<file path="src/logic/pho_defines.svh">
/*
 Register indexes, byte addresses, field positions, reset values and
 lock detect counts for the PLL holdover controller.
 Assumes an APB slave with 32-bit words, one register per word.
*/
`ifndef PHO_DEFINES_SVH
`define PHO_DEFINES_SVH

// ==========================================================
// Register indexes and byte addresses (index times four)
// ==========================================================
`define PHO_IDX_LDC        8'h18
`define PHO_IDX_LPS        8'h1a
`define PHO_IDX_RSC        8'h1c
`define PHO_IDX_HOC        8'h1d
`define PHO_IDX_STS        8'h1e
`define PHO_ADDR_LDC       8'h60
`define PHO_ADDR_LPS       8'h68
`define PHO_ADDR_RSC       8'h70
`define PHO_ADDR_HOC       8'h74
`define PHO_ADDR_STS       8'h78

// ==========================================================
// Reset values
// ==========================================================
`define PHO_RST_LDC        8'h00
`define PHO_RST_LPS        6'h00
`define PHO_RST_RSC        8'h00
`define PHO_RST_HOC        8'h00

// ==========================================================
// Field positions
// ==========================================================
`define PHO_LDC_CAL_BIT    0
`define PHO_LDC_DLD_OFF    3
`define PHO_LDC_WIN_BIT    4
`define PHO_LDC_CNT_LO     5
`define PHO_LDC_CNT_HI     6
`define PHO_RSC_BUF_LO     1
`define PHO_RSC_BUF_HI     2
`define PHO_RSC_PREF_BIT   3
`define PHO_RSC_AUTO_BIT   4
`define PHO_HOC_EN_A       0
`define PHO_HOC_EXT_BIT    1
`define PHO_HOC_EN_B       2
`define PHO_HOC_CMP_BIT    3

// ==========================================================
// Lock pin select codes and lock detect counts
// ==========================================================
`define PHO_LPS_DLD        6'h01
`define PHO_LPS_CSRC       6'h04
`define PHO_LOCK_CNT_0     8'd5
`define PHO_LOCK_CNT_1     8'd16
`define PHO_LOCK_CNT_2     8'd64
`define PHO_LOCK_CNT_3     8'd255

`endif

</file>
<file path="src/logic/pho_pkg.sv">
/*
 Types shared by the PLL holdover controller.
 Assumes nothing beyond a SystemVerilog compiler.
*/
package pho_pkg;

  // ========================================================
  // Holdover state, Gray coded along idle, hold, rearm
  // ========================================================
  typedef enum logic [1:0] {
    PHO_IDLE  = 2'b00,
    PHO_HOLD  = 2'b01,
    PHO_REARM = 2'b11
  } pho_state_t;

endpackage

</file>
<file path="src/logic/pho_sync.sv">
/*
 Two-flop synchroniser, one pair of flops per bit.
 Assumes the inputs may change at any time relative to ref_clk.
*/
`timescale 1ns/1ns
module pho_sync #(
  parameter int WIDTH = 2
) (
  input  wire logic             ref_clk,
  input  wire logic             rst_n,
  input  wire logic [WIDTH-1:0] asyncIn,
  output logic      [WIDTH-1:0] syncOut
);

  logic [WIDTH-1:0] stage1;

  // ========================================================
  // Per-bit flop pairs
  // ========================================================
  for (genvar i = 0; i < WIDTH; i++) begin : g_bit
    always_ff @(posedge ref_clk or negedge rst_n) begin
      if (!rst_n) begin
        stage1[i]  <= 1'b1;
        syncOut[i] <= 1'b1;
      end else begin
        stage1[i]  <= asyncIn[i];
        syncOut[i] <= stage1[i];
      end
    end
  end

endmodule

</file>
<file path="src/logic/pho_holdover_ctrl.sv">
/*
 PLL charge pump holdover controller with digital lock detect, lock
 pin driver and an APB register slave.
 Assumes PFD events arrive as one-cycle pulses synchronous to ref_clk
 and that the comparator level and alignment pin may be asynchronous.
*/
// Register access over APB is this design's own decision.
// What this block does
// - Holdover floats the pump output, driving neither up nor down.
// - Holdover works only with both enable bits set.
// - Clearing the enable bits stops manual and automatic holdover at once.
// - Falling alignment pin edge enters holdover at once, edge not level.
// - Release only on a reference PFD edge after the pin is high.
// - The releasing PFD event also resets the B counter, not prescaler.
// - Automatic holdover enters when the lock level shows loss of lock.
// - Comparator disabled makes the lock level read permanently high.
// - Automatic holdover stays floating while no reference edge arrives.
// - No re-trigger until lock reacquired and the lock pin recharged.
// - Holdover follows the selected reference; switchover loss is brief.
// - Two-bit counter field sets consecutive cycles to lock; 00 means five.
// - Window bit zero selects the high-range lock window.
// - Lock pin select code 000100 routes current-source lock detect.
// - External control bit: one is manual, zero is automatic holdover.
// - Reference select bits set auto switchover, preference, buffers.
// - Lock after consecutive in-window cycles; drop on one wide cycle.
// - Current-source mode sources while locked, shorts when unlocked.
`timescale 1ns/1ns
`include "pho_defines.svh"
module pho_holdover_ctrl
  import pho_pkg::*;
(
  input  wire logic       ref_clk,
  input  wire logic       rst_n,
  input  wire logic       psel,
  input  wire logic       penable,
  input  wire logic       pwrite,
  input  wire logic [7:0] paddr,
  input  wire logic [31:0] pwdata,
  output logic [31:0]     prdata,
  output logic            pready,
  output logic            pslverr,
  input  wire logic       alignPin_n,
  input  wire logic       lockCmpLevel,
  input  wire logic       pfdRefEdge,
  input  wire logic       pfdCycle,
  input  wire logic       phaseInLock,
  input  wire logic       phaseOverUnlock,
  input  wire logic       secondRefActive,
  output logic            pumpOutputHiZ,
  output logic            bCounterReset,
  output logic            digitalLockFlag,
  output logic            lockIndicatorPinOut,
  output logic            lockIndicatorPinOe,
  output logic            lockIndicatorPinSrc,
  output logic            lockWindowHigh,
  output logic            autoSwitchEn,
  output logic            preferSecondRef,
  output logic [1:0]      refBufferEn,
  output logic            vcoCalStart
);

  // ========================================================
  // Registers and internal signals
  // ========================================================
  logic [7:0] lockDetCtl;
  logic [5:0] lockPinSel;
  logic [7:0] refSelCtl;
  logic [7:0] holdCtl;
  pho_state_t state;
  logic [1:0] syncIn;
  logic [1:0] syncOut;
  logic       alignSync;
  logic       cmpSync;
  logic       alignPrev;
  logic       alignFell;
  logic       holdEn;
  logic       extMode;
  logic       cmpEn;
  logic       lockLevel;
  logic       dldOff;
  logic [7:0] lockNeed;
  logic [7:0] lockCnt;
  logic       apbWrite;
  logic       apbSetup;
  logic       addrHit;
  logic [31:0] next_prdata;

  // ========================================================
  // Synchronisers for the comparator level and alignment pin
  // ========================================================
  assign syncIn = {lockCmpLevel, alignPin_n};

  pho_sync #(
    .WIDTH (2)
  ) u_sync (
    .ref_clk (ref_clk),
    .rst_n   (rst_n),
    .asyncIn (syncIn),
    .syncOut (syncOut)
  );

  assign alignSync = syncOut[0];
  assign cmpSync   = syncOut[1];

  always_ff @(posedge ref_clk or negedge rst_n) begin
    if (!rst_n) begin
      alignPrev <= 1'b1;
    end else begin
      alignPrev <= alignSync;
    end
  end

  // Only the high-to-low transition counts, never the held low.
  assign alignFell = alignPrev & ~alignSync;

  // ========================================================
  // Control decode
  // ========================================================
  assign holdEn  = holdCtl[`PHO_HOC_EN_A] &
                   holdCtl[`PHO_HOC_EN_B];
  assign extMode = holdCtl[`PHO_HOC_EXT_BIT];
  assign cmpEn   = holdCtl[`PHO_HOC_CMP_BIT];
  assign dldOff  = lockDetCtl[`PHO_LDC_DLD_OFF];

  // A disabled comparator reads as locked, so it never triggers.
  assign lockLevel = cmpEn ? cmpSync : 1'b1;

  always_comb begin
    case (lockDetCtl[`PHO_LDC_CNT_HI:`PHO_LDC_CNT_LO])
      2'b00:   lockNeed = `PHO_LOCK_CNT_0;
      2'b01:   lockNeed = `PHO_LOCK_CNT_1;
      2'b10:   lockNeed = `PHO_LOCK_CNT_2;
      default: lockNeed = `PHO_LOCK_CNT_3;
    endcase
  end

  // ========================================================
  // Digital lock detect
  // ========================================================
  always_ff @(posedge ref_clk or negedge rst_n) begin
    if (!rst_n) begin
      lockCnt         <= 8'h00;
      digitalLockFlag <= 1'b0;
    end else if (dldOff) begin
      lockCnt         <= 8'h00;
      digitalLockFlag <= 1'b0;
    end else if (pfdCycle) begin
      if (phaseOverUnlock) begin
        lockCnt         <= 8'h00;
        digitalLockFlag <= 1'b0;
      end else if (phaseInLock) begin
        if (lockCnt + 8'h01 >= lockNeed) begin
          digitalLockFlag <= 1'b1;
        end
        if (lockCnt != 8'hff) begin
          lockCnt <= lockCnt + 8'h01;
        end
      end else begin
        // Between thresholds: lock held, run of good cycles broken.
        lockCnt <= 8'h00;
      end
    end
  end

  // ========================================================
  // Lock indicator pin driver
  // ========================================================
  always_ff @(posedge ref_clk or negedge rst_n) begin
    if (!rst_n) begin
      lockIndicatorPinOut <= 1'b0;
      lockIndicatorPinOe  <= 1'b0;
      lockIndicatorPinSrc <= 1'b0;
    end else if (lockPinSel == `PHO_LPS_CSRC) begin
      // Current source charges the cap; unlock discharges it hard.
      lockIndicatorPinOut <= 1'b0;
      lockIndicatorPinOe  <= ~digitalLockFlag;
      lockIndicatorPinSrc <= digitalLockFlag;
    end else if (lockPinSel == `PHO_LPS_DLD) begin
      lockIndicatorPinOut <= digitalLockFlag;
      lockIndicatorPinOe  <= 1'b1;
      lockIndicatorPinSrc <= 1'b0;
    end else begin
      lockIndicatorPinOut <= 1'b0;
      lockIndicatorPinOe  <= 1'b0;
      lockIndicatorPinSrc <= 1'b0;
    end
  end

  // ========================================================
  // Holdover state machine
  // ========================================================
  // The reference edge input follows the selected reference only, so a
  // switchover loss of lock floats the pump until its next edge.
  always_ff @(posedge ref_clk or negedge rst_n) begin
    if (!rst_n) begin
      state         <= PHO_IDLE;
      pumpOutputHiZ <= 1'b0;
      bCounterReset <= 1'b0;
    end else if (!holdEn) begin
      state         <= PHO_IDLE;
      pumpOutputHiZ <= 1'b0;
      bCounterReset <= 1'b0;
    end else begin
      bCounterReset <= 1'b0;
      case (state)
        PHO_IDLE: begin
          if ((extMode && alignFell) ||
              (!extMode && !lockLevel)) begin
            state         <= PHO_HOLD;
            pumpOutputHiZ <= 1'b1;
          end
        end
        PHO_HOLD: begin
          // No reference edge means the pump stays floating.
          if (pfdRefEdge && (!extMode || alignSync)) begin
            state         <= extMode ? PHO_IDLE : PHO_REARM;
            pumpOutputHiZ <= 1'b0;
            bCounterReset <= 1'b1;
          end
        end
        PHO_REARM: begin
          if (extMode && alignFell) begin
            state         <= PHO_HOLD;
            pumpOutputHiZ <= 1'b1;
          end else if (extMode ||
                       (digitalLockFlag && lockLevel)) begin
            state <= PHO_IDLE;
          end
        end
        default: begin
          state         <= PHO_IDLE;
          pumpOutputHiZ <= 1'b0;
        end
      endcase
    end
  end

  // ========================================================
  // Register field outputs
  // ========================================================
  always_ff @(posedge ref_clk or negedge rst_n) begin
    if (!rst_n) begin
      lockWindowHigh  <= 1'b1;
      autoSwitchEn    <= 1'b0;
      preferSecondRef <= 1'b0;
      refBufferEn     <= 2'b00;
      vcoCalStart     <= 1'b0;
    end else begin
      lockWindowHigh  <= ~lockDetCtl[`PHO_LDC_WIN_BIT];
      autoSwitchEn    <= refSelCtl[`PHO_RSC_AUTO_BIT];
      preferSecondRef <= refSelCtl[`PHO_RSC_PREF_BIT];
      refBufferEn     <=
        refSelCtl[`PHO_RSC_BUF_HI:`PHO_RSC_BUF_LO];
      vcoCalStart     <= lockDetCtl[`PHO_LDC_CAL_BIT];
    end
  end

  // ========================================================
  // APB slave
  // ========================================================
  assign apbSetup = psel & ~penable;
  assign apbWrite = psel & penable & pready & pwrite;
  assign addrHit  = (paddr == `PHO_ADDR_LDC) ||
                    (paddr == `PHO_ADDR_LPS) ||
                    (paddr == `PHO_ADDR_RSC) ||
                    (paddr == `PHO_ADDR_HOC) ||
                    (paddr == `PHO_ADDR_STS);

  always_comb begin
    next_prdata = 32'h0000_0000;
    case (paddr)
      `PHO_ADDR_LDC: next_prdata[7:0] = lockDetCtl;
      `PHO_ADDR_LPS: next_prdata[5:0] = lockPinSel;
      `PHO_ADDR_RSC: next_prdata[7:0] = refSelCtl;
      `PHO_ADDR_HOC: next_prdata[7:0] = holdCtl;
      `PHO_ADDR_STS: next_prdata[6:0] = {secondRefActive, state,
                                         lockLevel, digitalLockFlag,
                                         bCounterReset, pumpOutputHiZ};
      default:       next_prdata = 32'h0000_0000;
    endcase
  end

  // Ready rises one cycle after setup: every transfer has one wait-free
  // access cycle and may be followed by a setup at once.
  always_ff @(posedge ref_clk or negedge rst_n) begin
    if (!rst_n) begin
      pready  <= 1'b0;
      pslverr <= 1'b0;
      prdata  <= 32'h0000_0000;
    end else begin
      pready  <= apbSetup;
      pslverr <= apbSetup & ~addrHit;
      if (apbSetup && !pwrite) begin
        prdata <= next_prdata;
      end
    end
  end

  always_ff @(posedge ref_clk or negedge rst_n) begin
    if (!rst_n) begin
      lockDetCtl <= `PHO_RST_LDC;
      lockPinSel <= `PHO_RST_LPS;
      refSelCtl  <= `PHO_RST_RSC;
      holdCtl    <= `PHO_RST_HOC;
    end else if (apbWrite) begin
      case (paddr)
        `PHO_ADDR_LDC: lockDetCtl <= pwdata[7:0];
        `PHO_ADDR_LPS: lockPinSel <= pwdata[5:0];
        `PHO_ADDR_RSC: refSelCtl  <= pwdata[7:0];
        `PHO_ADDR_HOC: holdCtl    <= pwdata[7:0];
        default: begin
        end
      endcase
    end
  end
endmodule

</file>
<file path="config.mk">
export PLATFORM = sky130hd
export DESIGN_NAME = pho_holdover_ctrl
export DESIGN_NICKNAME = d
export VERILOG_FILES = /design/src/logic/pho_pkg.sv /design/src/logic/pho_sync.sv /design/src/logic/pho_holdover_ctrl.sv
export VERILOG_INCLUDE_DIRS = /design/src /design/src/logic
export SDC_FILE = /design/constraint.sdc
export NUM_CORES = 1
export LEC_CHECK = 0
export BUFFER_PORTS_ARGS = -buffer_cell sky130_fd_sc_hd__buf_2
export CAP_MARGIN = 15
export CORE_ASPECT_RATIO = 2
export CORE_UTILIZATION = 30
export CTS_CLUSTER_SIZE = 25
export DETAILED_ROUTE_END_ITERATION = 6
export GPL_TIMING_DRIVEN = 0
export PLACE_DENSITY = 0.54
export SLEW_MARGIN = 20
export SYNTH_ARGS = -nofsm -noshare
export SYNTH_HDL_FRONTEND = slang
export SYNTH_SLANG_ARGS = --single-unit
</file>
<file path="constraint.sdc">
create_clock -name ref_clk -period 4.2 [get_ports ref_clk]
set_input_delay 0.42 -clock ref_clk [delete_from_list [all_inputs] [get_ports ref_clk]]
set_output_delay 0.42 -clock ref_clk [all_outputs]
set_load 0.05 [all_outputs]
</file>
==> results of run 1 <==
layout by cell type, fill, tap and decap left out, types with 10 or more instances in the layout:
cell type and count:
a21oi_1 10, buf_2 47, buf_4 26, conb_1 24
dfrtp_1 61, ha_1 16, inv_1 12, mux2_2 24
mux2i_1 11, nand2_1 27, o21ai_0 12
cells by family after synthesis:
| logic type | Yosys count | synth area share |
|---|---|---|
| AOI/OAI and AO/OA | 51 | 0.09754 |
| xor gates and xnor gates | 6 | 0.01458 |
| adders and majority gates | 16 | 0.05554 |
| buffers and inverters | 43 | 0.07810 |
| DFF | 67 | 0.4672 |
| muxes | 44 | 0.1451 |
| other | 1 | 0.001040 |
| and+or+nand+nor | 85 | 0.1409 |
stage by stage:
step / instance area (sq um) / utilization / cells
after floorplan: 3691 / - / 336
after global placement: 4103 / 0.3506 / 527
after detailed placement: 4133 / 0.3532 / 528
after CTS: 4444 / 0.3798 / 545
after global routing: 4444 / 0.3798 / 545
final: 4444 / 0.3798 / 545
final timing paths:
| kind | start | slack [ns] | cells past startpoint | end |
|---|---|---|---|---|
| worst max-delay path | lockCnt[0]$_DFFE_PN0P_ | 1.67 | 9 | digitalLockFlag$_DFFE_PN0P_ |
| worst min-delay path | alignPin_n | 0.18 | 1 | u_sync.stage1[0]$_DFF_PN1_ |
| worst max register to register | lockCnt[0]$_DFFE_PN0P_ | 1.67 | 9 | digitalLockFlag$_DFFE_PN0P_ |
| worst min register to register | u_sync.stage1[1]$_DFF_PN1_ | 0.36 | 0 | u_sync.syncOut[1]$_DFF_PN1_ |
| max in group asynchronous | rst_n | 3.13 | 3 | lockWindowHigh$_DFF_PN1_ |
| min in group asynchronous | rst_n | 0.48 | 2 | lockDetCtl[0]$_DFFE_PN0P_ |
state kept, by name (all words and copies together), names as in the netlist, 6 cells and up:
name        count
holdCtl         8
refSelCtl       8
lockCnt         8
prdata          8
lockDetCtl      8
lockPinSel      6
per-layer routing:
| layer | track usage | vias up | share of wire |
|---|---|---|---|
| met2 | 0.2776 | 53 | 0.59 |
| met4 | 0.08139 | 0 | 0.026 |
| met1 | 0.1418 | 1276 | 0.35 |
| met3 | 0.02203 | 12 | 0.029 |
| li1 | - | 1241 | - |
| met5 | 0 | - | 0 |
report_power, final:
| part | internal, W | switching [W] |
|---|---|---|
| clock | 0.000463 | 0.000302 |
| combinational | 0.0000469 | 0.000103 |
| sequential | 0.000654 | 0.00000464 |
| total | 0.00116 | 0.000410 |
area by class of cell:
type                            count  share of cell area
Tap cell                          145             0.04082
Clock buffer                        9             0.05068
Buffer                             31             0.05321
Sequential cell                    67              0.3789
Timing Repair Buffer               48             0.06081
Multi-Input combinational cell    226              0.3882
Inverter                           12             0.01014
Clock inverter                      7             0.01717
==> metrics.md, run 1 <==
| Metric | Value |
|---|---|
| Max Root-Sink Buffers | 2 |
| Hold WC Path Type | in2reg |
| RSZ-0062 raised after global routing | false |
| Critical Path Source Type | flop |
| Yosys warns | 0 |
| Setup-failing EPs final | 0 |
| Final hold violation count | 0 |
| Clock transition at path regs | 0.06 ns |
| Worst setup margin | 1.666 ns |
| Synth cell types | 60 |
| Top FF cell, synth | dfrtp_1 |
| First-pass GRT wire length | 13,310 um |
| CP most frequent cell | ha_1 |
| Worst slack, placed | 1.619 ns |
| Routed len/inst | 15.24 um |
| Highest clock rate | 0.3946 GHz |
| CTS Buf Count | 9 |
| Tmin final | 2.534 ns |
| GRT Overall Usage | 0.1448 |
| TritonCTS clock tree | yes |
| Status | finished, final reports clean |
| Skew final | 0.004287 ns |
| Antenna violations before repair | 0 |
| CP bufs+invs | 0 |
| I/O pins | 98 |
| Buffers on Ports | 46 |
| Reg area | 0.001684 sq mm |
| Clock root cell | clkbuf_16 |
| Max-slew headroom | 0.5827 |
| DRC | 0 |
| Dpl hpwl | 6424 um |
| Post-CTS setup buffer count | 0 |
| Routed WL | 8306 um |
| Cell family with most CP delay | compound AO/OA/AOI/OAI gates |
| Drt first pass iters | 4 |
| Period utilization | 0.6033 |
| CP Capture Type | flop |
| Largest net degree at the start of global routing | 53 |
| CP Cell Sequence | ha_1 > nand2_1 > or2_2 > xnor2_1 > ha_1 > a21o_1 > a211oi_1 > o211ai_1 > and3_1 |
| Synth area leaders | dfrtp_1, mux2_2, ha_1 |
| Max VDD drop | 0.2392 mV |
| Vias in the first global route | 2,606 |
| Critical Path RT | 4.43 ns |
| Top post-synthesis cells by count | dfrtp_1, nand2_1, buf_4 |
| H-tree depth | 3 |
| Post-Syn Instances | 313 |
| Hold Buf Count CTS | 1 |
| Max incr delay on CP | 0.44 ns |
| Core Region | 0.01170 sq mm |
| TritonCTS sink count | 67 |
| Yosys top cell by area | dfrtp_1 |
| GRT overflow | 0 |
| Top cell type's share of synthesized area | 0.4235 |
| Worst-margin pin slew | 0.6232 ns |
| Starting density of the core | 0.3081 |
| Routed vias | 2,582 |
| WS Path Type | reg2reg |
| DRT iter0 DRCs | 106 |
| Area used by multi-input combinational logic | 0.001725 sq mm |
| Vias per cell | 4.738 |
| Async SR Flop Fraction | 1.000 |
| Netlist Area Pre-Place | 0.003605 sq mm |
| Fin Setup TNS | 0 ns |
| Clock Latency Late Sink | 0.34 ns |
| Gpl congestion | 0.8094 |
| Synthesized area per cell | 11.52 sq um |
| Max Cap Viol | 0 |
| Area growth from synthesis to layout | 23.29% |
| Crit-path max FO | 6 |
| Critical path's slowest cell | dfrtp_1 |
| Worst hold margin | 0.1752 ns |
| P per Cell Area | 354.1 mW/mm^2 |
| Final Max Tran Viols | 0 |
| Flops & latches, synth | 67 |
| Most common cell in the netlist | dfrtp_1 |
| Fillers | 1,178 |
| Die width | 79.51 um |
| Detail Route Antenna Nets | 0 |
| DIE AREA | 0.01248 sq mm |
| Total power | 0.001574 W |
| Layout cells sized above 1 | 0.3700 |
| Site Rows | 56 |
| Post-synth EDFFs | 0 |
| Resized cells post-CTS | 0 |
| Post-layout nets | 463 |
| Leak Pwr | 2.219 nW |
| Sequential share of the synthesized area | 0.4672 |
| Arrival time of the worst setup path | 2.76 ns |
| Ant. Diodes | 0 |
| Die height | 157.0 um |
(Power assumes the default switching activity.)
==> inputs of run 2 (changes only) <==
Settings changed: PLACE_DENSITY 0.54 to 0.55.
Clock period 4.2 ns to 2.1 ns, I/O delays scaled along.
==> metrics.md, run 2 (same netlist as run 1, synthesis figures left out) <==
| Metric | Value |
|---|---|
| Max VDD drop | 0.4253 mV (+78%) |
| Critical Path Source Type | flop |
| Starting density of the core | 0.3081 (unchanged) |
| Failing checks | setup timing |
| Total power | 0.003169 W (+100%) |
| Post-layout nets | 470 (+1.5%) |
| Detail Route Antenna Nets | 0 (unchanged) |
| I/O pins | 98 (unchanged) |
| Commonest cells after routing, fill and taps aside | dfrtp_1, buf_2, buf_4, nand2_1 |
| Area growth from synthesis to layout | 26.45% |
| Max-slew headroom | 0.5642 (-0.01849) |
| GRT overflow | 0 (unchanged) |
| Worst setup margin | -0.01902 ns (-1.685 ns) |
| Tmin final | 2.119 ns (-0.4150 ns) |
| DRT iter0 DRCs | 81 (-24%) |
| TritonCTS sink count | 67 (unchanged) |
| Arrival time of the worst setup path | 2.35 ns (-0.41 ns) |
| Vias per cell | 4.743 (+0.11%) |
| TritonCTS clock tree | yes |
| Worst slack, placed | -0.2172 ns (-1.837 ns) |
| Final Max Tran Viols | 0 (unchanged) |
| Routed len/inst | 15.97 um (+4.8%) |
| Final hold violation count | 0 (unchanged) |
| Routed WL | 8817 um (+6.2%) |
| Highest clock rate | 0.4719 GHz (+20%) |
| Core Region | 0.01170 sq mm (unchanged) |
| Die width | 79.51 um (unchanged) |
| Layout cells sized above 1 | 0.3956 (+0.02558) |
| H-tree depth | 3 (unchanged) |
| RSZ-0062 raised after global routing | true |
| Antenna violations before repair | 0 (unchanged) |
| Fin Setup TNS | -0.01902 ns (-0.01902 ns) |
| Ant. Diodes | 0 (unchanged) |
| Crit-path max FO | 4 (-2) |
| CP Capture Type | flop |
| DIE AREA | 0.01248 sq mm (unchanged) |
| GRT Overall Usage | 0.1533 (+0.008520) |
| Clock transition at path regs | 0.06 ns (about the same) |
| First-pass GRT wire length | 14,070 um (+5.7%) |
| Max Cap Viol | 0 (unchanged) |
| Status | complete, but fails checks |
| Commonest non-fill, non-tap cell in the layout | dfrtp_1 |
| Largest net degree at the start of global routing | 50 (-5.7%) |
| Setup-failing EPs final | 1 (+1) |
| P per Cell Area | 695.2 mW/mm^2 (+96%) |
| Buffers on Ports | 46 (unchanged) |
| Period utilization | 1.009 (+0.4057) |
| Vias in the first global route | 2,722 (+4.5%) |
| Routed vias | 2,618 (+1.4%) |
| Die height | 157.0 um (unchanged) |
| Clock root cell | clkbuf_16 |
| Dpl hpwl | 6734 um (+4.8%) |
| WS Path Type | reg2reg |
| Site Rows | 56 (unchanged) |
| Skew final | 0.007434 ns (+0.003147 ns) |
| CTS Buf Count | 9 (unchanged) |
| Drt first pass iters | 6 (+2) |
| Critical Path RT | 2.33 ns (-2.10 ns) |
| Leak Pwr | 2.264 nW (+2.0%) |
| Worst-margin pin slew | 0.6508 ns (+0.02761 ns) |
| Hold WC Path Type | in2reg |
| Max Root-Sink Buffers | 2 (unchanged) |
| Clock Latency Late Sink | 0.34 ns (about the same) |
| Gpl congestion | 0.8082 (-0.15%) |
| DRC | 0 (unchanged) |
run 2: changes by cell type in the layout (fill, tap and decap cells not counted), moves of 2 or more:
cell / before / now
dlygate4sd3_1: 1 / 3
dfrtp_1: 61 / 57
clkinvlp_4: 2 / 0
clkbuf_8: 0 / 2
clkbuf_1: 2 / 5
dfrtp_2: 0 / 4
inv_6: 2 / 0
buf_4: 26 / 31
run 2: path summary, 6_finish.rpt:
| check | startpoint | to | slack, ns | depth (start not counted) |
|---|---|---|---|---|
| max | lockCnt[0]$_DFFE_PN0P_ | digitalLockFlag$_DFFE_PN0P_ | -0.02 | 9 |
| min | penable | pready$_DFF_PN0_ | 0.06 | 2 |
| max reg2reg | lockCnt[0]$_DFFE_PN0P_ | digitalLockFlag$_DFFE_PN0P_ | -0.02 | 9 |
| min reg2reg | u_sync.stage1[1]$_DFF_PN1_ | u_sync.syncOut[1]$_DFF_PN1_ | 0.35 | 0 |
| max in group asynchronous | rst_n | u_sync.syncOut[1]$_DFF_PN1_ | 1.20 | 3 |
| min in group asynchronous | rst_n | autoSwitchEn$_DFF_PN0_ | 0.30 | 2 |
run 2: where the power goes:
group | internal (W) | switching, W
logic | 0.000106 | 0.000212
clock network | 0.000983 | 0.000549
registers | 0.00131 | 0.00000946
total | 0.00240 | 0.000771
run 2: critical path, cell delays in order (launching register included):
cell and delay (ns):
dfrtp_2 0.42, ha_4 0.16, nand2_2 0.05, or2_4 0.25, xnor2_2 0.14, ha_1 0.30
a21o_1 0.17, a211oi_2 0.22, o211ai_1 0.13, and3_1 0.18
run 2: stage by stage:
step / cell area, sq um / hold WS (ns) / instances / utilization
6_report: 4558 / 0.06318 / 552 / 0.3895
5_1_grt: 4558 / 0.07955 / 552 / 0.3895
4_1_cts: 4543 / 0.05905 / 551 / 0.3883
3_5_place_dp: 4155 / 0.1126 / 528 / 0.3551
3_3_place_gp: 4125 / 0.3153 / 527 / 0.3525
2_1_floorplan: 3714 / -0.08559 / 336 / -
run 2: final cells by class:
class                   count  area, sq um
fillers                  1163         7143
clock buffers              14        264.0
flip-flops and latches     67         1689
plain buffers              31        236.5
repair buffers             55        327.8
inverters                  12        45.04
multi-input cells         226         1779
clock inverters             2        35.03
well taps                 145        181.4
run 2: timing repair:
| action | CTS | global route |
|---|---|---|
| endpoints found under the hold margin | 19 | 0 |
| gates resized for setup | 9 | 2 |
| pin swaps | 4 | 2 |
| endpoints found under the setup margin | 1 | 1 |
| buffers inserted | 4 | 1 |
| hold buffers | 3 | 0 |
run 2: per-layer routing:
metal / share of wire / vias up / GRT usage
met1: 0.35 / 1283 / 0.1424
li1: - / 1256 / -
met4: 0.040 / 0 / 0.08831
met2: 0.58 / 61 / 0.2963
met5: 0 / - / 0
met3: 0.030 / 18 / 0.03072
==> inputs of run 3 (changes only) <==
--- a/config.mk
+++ b/config.mk
@@ -11,4 +11,5 @@
 export CORE_ASPECT_RATIO = 2
 export CORE_UTILIZATION = 30
+export CTS_CLUSTER_DIAMETER = 150
 export CTS_CLUSTER_SIZE = 25
 export DETAILED_ROUTE_END_ITERATION = 6
==> constraint.sdc (replaced) <==
create_clock -name ref_clk -period 2.1 [get_ports ref_clk]
set_input_delay 0.42 -clock ref_clk [delete_from_list [all_inputs] [get_ports ref_clk]]
set_output_delay 0.42 -clock ref_clk [all_outputs]
set_load 0.05 [all_outputs]
==> metrics.md, run 3 (same netlist as run 1, synthesis figures left out) <==
| Metric | Value |
|---|---|
| Failing checks | setup timing |
| Crit-path max FO | 4 (unchanged) |
| Die width | 79.51 um (unchanged) |
| Highest clock rate | 0.4717 GHz (about the same) |
| Reg2reg start | lockCnt[0]$_DFFE_PN0P_ |
| WS Path Type | reg2reg |
| Worst-margin pin slew | 0.6434 ns (-0.007359 ns) |
| Drt first pass iters | 4 (-2) |
| GRT Overall Usage | 0.1532 (about the same) |
| H-tree depth | 3 (unchanged) |
| Detail Route Antenna Nets | 0 (unchanged) |
| Max-slew headroom | 0.5692 (+0.004928) |
| Worst setup margin | -0.01984 ns (-0.0008207 ns) |
| CP Capture Type | flop |
| DIE AREA | 0.01248 sq mm (unchanged) |
| R2R cell count | 9 (unchanged) |
| Placed cell area | 0.004155 sq mm (unchanged) |
| DRT iter0 DRCs | 87 (+7.4%) |
| TritonCTS sink count | 67 (unchanged) |
| Worst slack, placed | -0.2172 ns (unchanged) |
| Area growth from synthesis to layout | 25.89% |
| Final Max Tran Viols | 0 (unchanged) |
| Core Region | 0.01170 sq mm (unchanged) |
| Dpl hpwl | 6734 um (unchanged) |
| RSZ-0062 raised after global routing | true |
| Starting density of the core | 0.3081 (unchanged) |
| GRT overflow | 0 (unchanged) |
| HP Start | alignPin_n |
| Largest net degree at the start of global routing | 50 (unchanged) |
| CTS Buf Count | 9 (unchanged) |
| Max VDD drop | 0.4147 mV (-2.5%) |
| Skew final | 0.006333 ns (-0.001101 ns) |
| Period utilization | 1.009 (about the same) |
| TritonCTS clock tree | yes |
| Die height | 157.0 um (unchanged) |
| Clock transition at path regs | 0.06 ns (about the same) |
| DRC | 0 (unchanged) |
| Critical Path Source Type | flop |
| Vias per cell | 4.782 (+0.82%) |
| Max Cap Viol | 0 (unchanged) |
| Hold WC Path Type | in2reg |
| First-pass GRT wire length | 14,060 um (about the same) |
| Leak Pwr | 2.255 nW (-0.37%) |
| Commonest non-fill, non-tap cell in the layout | dfrtp_1 |
| Max Root-Sink Buffers | 2 (unchanged) |
| Setup-failing EPs final | 1 (unchanged) |
| Critical Path RT | 2.33 ns (about the same) |
| Arrival time of the worst setup path | 2.34 ns (about the same) |
| Vias in the first global route | 2,709 (-0.48%) |
| Commonest cells after routing, fill and taps aside | dfrtp_1, buf_2, buf_4, nand2_1 |
| Hold Crit Depth | 1 (-1) |
| Routed WL | 8794 um (-0.26%) |
| Final hold violation count | 0 (unchanged) |
| Clock Latency Late Sink | 0.33 ns (about the same) |
| Site Rows | 56 (unchanged) |
| P per Cell Area | 696.2 mW/mm^2 (+0.15%) |
| Routed len/inst | 15.99 um (+0.10%) |
| Ant. Diodes | 0 (unchanged) |
| I/O pins | 98 (unchanged) |
| Status | complete, but fails checks |
| Routed vias | 2,630 (+0.46%) |
| Post-route cell area | 0.004538 sq mm (-0.44%) |
| Clock root cell | clkbuf_16 |
| R2R Setup Slk | -0.02 ns (about the same) |
| Layout cells sized above 1 | 0.3975 (+0.001953) |
| Buffers on Ports | 46 (unchanged) |
| Min-Delay Endpoint | u_sync.stage1[0]$_DFF_PN1_ |
| Post-layout nets | 468 (-0.43%) |
| Antenna violations before repair | 0 (unchanged) |
| Tmin final | 2.120 ns (+0.0008207 ns) |
| Total power | 0.003159 W (-0.29%) |
| Reg2reg end | digitalLockFlag$_DFFE_PN0P_ |
| Gpl congestion | 0.8082 (unchanged) |
run 3: worst max path at each step:
stage                                 startpoint  cells after the start                     endpoint  slack (ns)
after floorplan           lockCnt[0]$_DFFE_PN0P_                      9  digitalLockFlag$_DFFE_PN0P_       0.007
after global placement    lockCnt[0]$_DFFE_PN0P_                      9  digitalLockFlag$_DFFE_PN0P_       -0.21
after detailed placement  lockCnt[0]$_DFFE_PN0P_                      9  digitalLockFlag$_DFFE_PN0P_       -0.22
after CTS                 lockCnt[0]$_DFFE_PN0P_                      9  digitalLockFlag$_DFFE_PN0P_       -0.06
after global routing      lockCnt[0]$_DFFE_PN0P_                      9  digitalLockFlag$_DFFE_PN0P_       -0.11
final                     lockCnt[0]$_DFFE_PN0P_                      9  digitalLockFlag$_DFFE_PN0P_       -0.02
run 3: final cells by class:
| class | count | area, sq um |
|---|---|---|
| plain buffers | 31 | 236.5 |
| clock buffers | 14 | 264.0 |
| clock inverters | 2 | 35.03 |
| fillers | 1164 | 7163 |
| inverters | 12 | 45.04 |
| multi-input cells | 226 | 1779 |
| flip-flops and latches | 67 | 1689 |
| well taps | 145 | 181.4 |
| repair buffers | 53 | 307.8 |
run 3: critical path: stages, from the launching register on:
cell and delay, ns:
dfrtp_2 0.42, ha_4 0.16, nand2_2 0.05, or2_4 0.25
xnor2_2 0.14, ha_1 0.30, a21o_1 0.17, a211oi_2 0.22
o211ai_1 0.13, and3_1 0.18
run 3: metrics by stage:
stage | hold slack, ns | TNS [ns] | instances | utilization
after floorplan | 0.1244 | 0 | 336 | -
after global placement | 0.3463 | -0.6952 | 527 | 0.3525
after detailed placement | 0.3226 | -0.7436 | 528 | 0.3551
after CTS | 0.1748 | -0.05885 | 549 | 0.3865
after global routing | 0.1750 | -0.1143 | 550 | 0.3878
final | 0.1854 | -0.01984 | 550 | 0.3878
run 3: per-layer routing:
metal  GRT usage  vias up  part of all wire
met5           0        -                 0
met4     0.08831        0             0.040
met3     0.03072       20             0.030
met2      0.2955       58              0.58
met1      0.1428     1299              0.35
li1            -     1253                 -
run 3: report_power, final:
part           leakage, nW  total [W]  internal (W)  switching, W
clock                0.147    0.00153      0.000983      0.000543
combinational         1.20   0.000314      0.000103      0.000211
sequential           0.906    0.00132       0.00131    0.00000948
total                 2.26    0.00316       0.00240      0.000764
run 3: timing repair:
action | in CTS | in global routing
setup buffers | 4 | 1
resized for setup | 9 | 2
hold endpoints to repair | 17 | 0
endpoints found under the setup margin | 1 | 1
cloned | 0 | 0
hold buffers | 1 | 0
pin swaps | 4 | 2
